<file path="src/include/uds_pkg.sv">
// constants shared by the usb device interrupt source block
package uds_pkg;

  localparam int unsigned NUM_SOURCES = 7;

  // flag positions
  localparam int unsigned SRC_EP_ONE      = 0;
  localparam int unsigned SRC_EP_TWO      = 1;
  localparam int unsigned SRC_EP_THREE    = 2;
  localparam int unsigned SRC_CTRL_TWO    = 3;
  localparam int unsigned SRC_IN_TWO      = 4;
  localparam int unsigned SRC_SUSPEND     = 5;
  localparam int unsigned SRC_RESUME      = 6;

  localparam logic [NUM_SOURCES-1:0] FLAGS_RESET = 7'h00;

  // suspend idle time, then its cycle count at the system clock rate
  localparam int unsigned SUSPEND_TIME_US = 3000;
  localparam int unsigned CLK_FREQ_MHZ    = 40;
  localparam int unsigned SUSPEND_CYCLES_DEFAULT = SUSPEND_TIME_US * CLK_FREQ_MHZ;
  localparam int unsigned SUSPEND_CNT_W   = 18;

  typedef enum logic [1:0] {
    UDS_BUS_SE0,
    UDS_BUS_J,
    UDS_BUS_K,
    UDS_BUS_SE1
  } uds_bus_e;

endpackage

</file>
<file path="src/core/uds_sources.sv">
// usb device interrupt source flags with suspend and resume detection
`timescale 1ns/1ps

module uds_sources
  import uds_pkg::*;
#(
  parameter int unsigned SUSPEND_CYCLES = SUSPEND_CYCLES_DEFAULT
)
(
  input  wire logic                   SYS_CLK,
  input  wire logic                   RST,
  input  wire logic                   USB_MODULE_ENABLE,
  input  wire logic                   RESUME_INTERRUPT_ENABLE,
  input  wire logic [NUM_SOURCES-1:0] SOURCE_MASK,
  input  wire logic [NUM_SOURCES-1:0] FLAG_CLEAR,
  input  wire logic                   EP_ONE_BUF1_READY,
  input  wire logic                   EP_ONE_ERROR,
  input  wire logic                   EP_TWO_BUF0_READY,
  input  wire logic                   EP_TWO_BUF1_READY,
  input  wire logic                   EP_TWO_ERROR,
  input  wire logic                   EP_THREE_BUF0_READY,
  input  wire logic                   EP_THREE_BUF1_READY,
  input  wire logic                   EP_THREE_ERROR,
  input  wire logic                   CTRL_TWO_BUF_READY,
  input  wire logic                   CTRL_TWO_STATUS_STAGE,
  input  wire logic                   CTRL_TWO_SETUP_READY,
  input  wire logic                   CTRL_TWO_ERROR,
  input  wire logic                   IN_TWO_BUF_WRITABLE,
  input  wire logic                   USB_DATA_PLUS,
  input  wire logic                   USB_DATA_MINUS,
  output logic      [NUM_SOURCES-1:0] USB_DEVICE_SOURCE_FLAGS,
  output logic                        USB_DEVICE_REQUEST
);

  //////////////////////////////////////////////////////////////////////////////
  // line state decode

  function automatic uds_bus_e bus_state(input logic dp, input logic dm);
    case ({dp, dm})
      2'b10:   bus_state = UDS_BUS_J;
      2'b01:   bus_state = UDS_BUS_K;
      2'b00:   bus_state = UDS_BUS_SE0;
      default: bus_state = UDS_BUS_SE1;
    endcase
  endfunction

  //////////////////////////////////////////////////////////////////////////////
  // pin synchronisers

  logic [1:0] dp_sync_q;
  logic [1:0] dm_sync_q;
  uds_bus_e   line_prev_q;

  always_ff @(posedge SYS_CLK)
  begin
    if (RST)
    begin
      dp_sync_q <= 2'h0;
      dm_sync_q <= 2'h0;
    end
    else
    begin
      dp_sync_q <= {dp_sync_q[0], USB_DATA_PLUS};
      dm_sync_q <= {dm_sync_q[0], USB_DATA_MINUS};
    end
  end

  uds_bus_e line_now;
  logic     line_is_j;
  assign line_now  = bus_state(dp_sync_q[1], dm_sync_q[1]);
  assign line_is_j = (line_now == UDS_BUS_J);

  always_ff @(posedge SYS_CLK)
  begin
    if (RST)
      line_prev_q <= UDS_BUS_SE0;
    else
      line_prev_q <= line_now;
  end

  //////////////////////////////////////////////////////////////////////////////
  // suspend: idle J timer, restarts whenever the bus leaves J

  localparam logic [SUSPEND_CNT_W-1:0] SUSPEND_LAST =
    SUSPEND_CNT_W'(SUSPEND_CYCLES - 1);
  localparam logic [SUSPEND_CNT_W-1:0] CNT_ZERO = '0;
  localparam logic [SUSPEND_CNT_W-1:0] CNT_ONE  = SUSPEND_CNT_W'(1);

  logic [SUSPEND_CNT_W-1:0] idle_cnt_q;
  logic [SUSPEND_CNT_W-1:0] idle_cnt_d;
  logic                     idle_done_q;
  logic                     idle_done_d;
  logic                     idle_hit;

  assign idle_hit    = USB_MODULE_ENABLE && line_is_j && !idle_done_q
                       && (idle_cnt_q == SUSPEND_LAST);
  assign idle_cnt_d  = (!USB_MODULE_ENABLE || !line_is_j) ? CNT_ZERO
                       : (idle_done_q ? idle_cnt_q : idle_cnt_q + CNT_ONE);
  // one request per idle period; rearmed once the bus leaves J or the module is disabled
  assign idle_done_d = (USB_MODULE_ENABLE && line_is_j) && (idle_done_q || idle_hit);

  always_ff @(posedge SYS_CLK)
  begin
    if (RST)
    begin
      idle_cnt_q  <= CNT_ZERO;
      idle_done_q <= 1'b0;
    end
    else
    begin
      idle_cnt_q  <= idle_cnt_d;
      idle_done_q <= idle_done_d;
    end
  end

  //////////////////////////////////////////////////////////////////////////////
  // resume: J to SE0 or K while both enables set

  logic resume_hit;
  assign resume_hit = USB_MODULE_ENABLE && RESUME_INTERRUPT_ENABLE
                      && (line_prev_q == UDS_BUS_J)
                      && ((line_now == UDS_BUS_SE0) || (line_now == UDS_BUS_K));

  //////////////////////////////////////////////////////////////////////////////
  // per-source set terms

  logic [NUM_SOURCES-1:0] set_vec;
  assign set_vec[SRC_EP_ONE]   = USB_MODULE_ENABLE
                                 && (EP_ONE_BUF1_READY || EP_ONE_ERROR);
  assign set_vec[SRC_EP_TWO]   = USB_MODULE_ENABLE
                                 && (EP_TWO_BUF0_READY || EP_TWO_BUF1_READY
                                     || EP_TWO_ERROR);
  assign set_vec[SRC_EP_THREE] = USB_MODULE_ENABLE
                                 && (EP_THREE_BUF0_READY || EP_THREE_BUF1_READY
                                     || EP_THREE_ERROR);
  assign set_vec[SRC_CTRL_TWO] = USB_MODULE_ENABLE
                                 && (CTRL_TWO_BUF_READY || CTRL_TWO_STATUS_STAGE
                                     || CTRL_TWO_SETUP_READY || CTRL_TWO_ERROR);
  assign set_vec[SRC_IN_TWO]   = USB_MODULE_ENABLE && IN_TWO_BUF_WRITABLE;
  assign set_vec[SRC_SUSPEND]  = idle_hit;
  assign set_vec[SRC_RESUME]   = resume_hit;

  //////////////////////////////////////////////////////////////////////////////
  // sticky flags: set wins over a clear in the same cycle

  logic [NUM_SOURCES-1:0] flags_q;
  logic [NUM_SOURCES-1:0] flags_d;

  genvar gi;
  generate
    for (gi = 0; gi < NUM_SOURCES; gi++)
    begin : g_flag
      assign flags_d[gi] = set_vec[gi] || (flags_q[gi] && !FLAG_CLEAR[gi]);
    end
  endgenerate

  logic request_d;
  assign request_d = |(flags_d & SOURCE_MASK);

  always_ff @(posedge SYS_CLK)
  begin
    if (RST)
    begin
      flags_q            <= FLAGS_RESET;
      USB_DEVICE_REQUEST <= 1'b0;
    end
    else
    begin
      flags_q            <= flags_d;
      USB_DEVICE_REQUEST <= request_d;
    end
  end

  assign USB_DEVICE_SOURCE_FLAGS = flags_q;

endmodule

</file>
<file path="config.mk">
export PLATFORM = sky130hd
export DESIGN_NAME = uds_sources
export DESIGN_NICKNAME = d
export VERILOG_FILES = /design/src/include/uds_pkg.sv /design/src/core/uds_sources.sv
export SDC_FILE = /design/constraint.sdc
export NUM_CORES = 1
export LEC_CHECK = 0
export BUFFER_PORTS_ARGS = -buffer_cell sky130_fd_sc_hd__buf_2
export CORE_MARGIN = 2
export CORE_UTILIZATION = 45
export CTS_CLUSTER_SIZE = 24
export DETAILED_ROUTE_END_ITERATION = 6
export PLACE_DENSITY = 0.71
export RECOVER_POWER = 25
export SLEW_MARGIN = 15
export SYNTH_ARGS = -nofsm -noshare
export SYNTH_HDL_FRONTEND = slang
export SYNTH_SLANG_ARGS = --single-unit
</file>
<file path="constraint.sdc">
create_clock -name SYS_CLK -period 4.14 [get_ports SYS_CLK]
set_input_delay 0.207 -clock SYS_CLK [delete_from_list [all_inputs] [get_ports SYS_CLK]]
set_output_delay 0.207 -clock SYS_CLK [all_outputs]
set_load 0.1 [all_outputs]
</file>
==> metrics.txt <==
R2R Path End idle_cnt_q[16]$_SDFFE_PP0N_; Design Area, Final approximately 0.0017 mm2; Crit Path Class flip-flop to flip-flop; hpwl dp about 2.1 mm; CP required between 4 and 5 ns; Relative slew margins 0.494; PortBufs 40; unrepaired setup endpoints after global routing no; Seq/Total Area, Yosys 0.462; CTS tree done; worst-path cell chain ha_1 > and4_1 > nand2_4 > nor4_4 > xnor2_1 > nor2_2; min-delay worst type input pin to flip-flop; GR Util All Layers 0.174; # rows 20; Core Area a little over 0.003 mm2; Int Pwr 0.473 mW; initial antenna violation count 0; Leakage roughly 0.76 nW; CP endpoint kind flip-flop; Worst R2R Start idle_cnt_q[0]$_SDFFE_PP0N_; Worst EP arrival 1.87 ns; Fin Setup TNS 0 ns; Reg2Reg Setup Slack roughly 2.5 ns; worst-skew pair later-pin latency 0.35 ns; CP bufs+invs 0; DR pass1 iterations 5; reg2reg path depth 6; Die ar. 0.00365 mm2; Wirelength per Cell roughly 12 um; die extent in x 60.4 um; drt first-iter violations 43; share of layout cells above drive strength 1 0.277; Starting Density 0.472; Clock Path Buffers 2; maxcap violations 0; beginning of the critical path idle_cnt_q[0]$_SDFFE_PP0N_; WHS 0.0493 ns; Tmin final 1.65 ns; Worst path depth 6; post-route ant nets 0; number of global-route vias before repair 1116; cell family with most CP delay simple AND/OR/NAND/NOR gates; Yosys cell types 38; Clock H-tree levels 2; pre-CTS WS ~2.5 ns; Synth Net Count approximately 190; final setup fails 0; Flop pwr share 0.507; DRC violations left 0; outcome finished, final reports clean; combinational share of power 0.104; DIE HEIGHT slightly above 60 um; final setup margin ~2.5 ns; drt total wl about 2.8 mm; Netlist Area Pre-Place ~0.0014 mm2; Net Sw Frac 0.266; via count 1185; IO Pins 41; Mapped Cells about 150; Antenna diodes 0; fin nets between 200 and 250; Synth Area per Inst 9.47 um2; CTS root buffer clkbuf_4; Hold Vio Cnt, Final 0; fin cells between 200 and 250; Net Switching approximately 0.17 mW; drt via density 4.96; Seq cells post-synth 33; skew final 0.00845 ns; startpoint types flip-flop; Power Density roughly 370 mW/mm2; delay of the slowest critical-path stage 0.43 ns; cts repair resizes 0; DP Cell Count approximately 230; Synth-to-Final Area Change 21.9%; fin crit share 0.398; critical path endpoint idle_cnt_q[16]$_SDFFE_PP0N_; clock sinks 33; Max stage delay cell, worst path dfxtp_1; Post-CTS Setup Inserts 0; maximum VDD drop between 0.0002 and 0.0003 V; largest net degree at the start of global routing 20; Placed Area ~0.0017 mm2; hold_buf cts 0; Slew @ Worst Pin 0.757 ns; CTS clk-pin slew, worst paths 0.11 ns; Fill cells ~280; FMAX slightly above 0.6 GHz; max-slew violations 0; Synthesis Warnings 0; cts bufs inserted 5; global placement routability congestion 0.769; first-pass GRT wire length ~4.6 mm; Critical Path Fanout Max 6; grt ovf 0; Clk network pwr share 0.389
state kept, by name, summed over array words and instances, names as in the netlist:
name and cells:
idle_cnt_q 18, USB_DEVICE_SOURCE_FLAGS 7, dm_sync_q 2, dp_sync_q 2
line_prev_q 2, USB_DEVICE_REQUEST 1, idle_done_q 1
logic make-up after synthesis:
kind of cell,Yosys count,share of synthesized area
mux,1,0.00700
compound gates,17,0.0805
buf+inv,7,0.0254
fa+ha+maj,1,0.00875
xor+xnor,16,0.0980
flops,33,0.462
simple gates,76,0.318
metrics by stage:
| step | total power, mW | util |
|---|---|---|
| after detailed placement | 0.402 | 0.548 |
| after global routing | 0.669 | 0.576 |
| after floorplan | 0.380 | - |
| after CTS | 0.651 | 0.576 |
| after global placement | 0.400 | 0.548 |
| final | 0.644 | 0.576 |
power by group through the flow:
stage | registers, mW | logic (mW) | clock network (mW)
4_1_cts | 0.327 | 0.0675 | 0.257
3_5_place_dp | 0.334 | 0.0674 | 0
3_3_place_gp | 0.334 | 0.0664 | 0
2_1_floorplan | 0.364 | 0.0152 | 0
6_report | 0.327 | 0.0670 | 0.250
5_1_grt | 0.328 | 0.0712 | 0.270
worst min path at each step:
stage / start / end / depth (start not counted)
2_1_floorplan: RST / USB_DEVICE_SOURCE_FLAGS[6]$_SDFF_PP0_ / 1
3_3_place_gp: dm_sync_q[0]$_SDFF_PP0_ / dm_sync_q[1]$_SDFF_PP0_ / 1
3_5_place_dp: USB_DATA_MINUS / dm_sync_q[0]$_SDFF_PP0_ / 2
4_1_cts: USB_DATA_MINUS / dm_sync_q[0]$_SDFF_PP0_ / 2
5_1_grt: USB_DATA_MINUS / dm_sync_q[0]$_SDFF_PP0_ / 2
6_report: USB_DATA_MINUS / dm_sync_q[0]$_SDFF_PP0_ / 2
worst reg2reg max path, stage by stage, from the launching register on:
cell and delay (ns):
dfxtp_1 0.43, ha_1 0.21, and4_1 0.36, nand2_4 0.10
nor4_4 0.22, xnor2_1 0.16, nor2_2 0.04
metal layers:
| metal | vias to the layer above | track usage | share of wire |
|---|---|---|---|
| li1 | 603 | - | - |
| met1 | 525 | 0.193 | 0.44 |
| met2 | 49 | 0.292 | 0.47 |
| met3 | 8 | 0.0533 | 0.065 |
| met4 | 0 | 0.105 | 0.021 |
| met5 | - | 0 | 0 |
cell usage after synthesis:
library cell	n	area share
a21boi_0	1	0.0053
a21oi_1	6	0.021
a221oi_1	1	0.0061
a22oi_1	1	0.0053
a41oi_1	1	0.0061
and2b_2	1	0.0061
and3_1	3	0.013
and4_1	2	0.012
buf_2	2	0.0070
buf_6	1	0.0079
clkbuf_1	1	0.0026
dfxtp_1	33	0.46
ha_1	1	0.0087
inv_1	3	0.0079
mux2i_1	1	0.0070
nand2_1	8	0.021
nand2_4	1	0.0079
nand2b_1	4	0.017
nand3_1	7	0.024
nand3b_1	1	0.0053
nand4_1	4	0.017
nand4b_1	2	0.012
nand4b_4	1	0.017
nor2_1	25	0.066
nor2_2	1	0.0044
nor2b_1	10	0.044
nor3_4	1	0.011
nor4_4	1	0.015
nor4b_1	1	0.0061
nor4bb_1	2	0.014
o21ai_0	2	0.0070
o21ai_1	1	0.0035
o22ai_1	1	0.0044
o31ai_1	2	0.010
o41ai_2	1	0.011
or3_1	1	0.0044
xnor2_1	4	0.024
xor2_1	12	0.073
placed cells by master, fill, tap and decap left out, types with 2 or more instances in the layout:
master / n
nand2b_1: 4
xor2_1: 12
nor4bb_1: 2
and4_1: 2
inv_1: 3
xnor2_1: 4
nand4b_1: 2
buf_2: 39
and3_1: 3
o31ai_1: 2
nor2_1: 25
nand4_1: 4
nand2_1: 8
nand3_1: 7
dfxtp_1: 33
nor2b_1: 10
a21oi_1: 6
o21ai_0: 2
clkbuf_4: 5
cell type report:
cell class | instances | area (um2) | share of cell area
Tap cell | 44 | 55.1 | 0.0316
Timing Repair Buffer | 40 | 199 | 0.114
Inverter | 3 | 11.3 | 0.00646
Clock buffer | 5 | 37.5 | 0.0215
Clock inverter | 3 | 46.3 | 0.0266
Sequential cell | 33 | 661 | 0.379
Multi-Input combinational cell | 111 | 733 | 0.421
No activity file was read; power rests on OpenSTA's default activity.
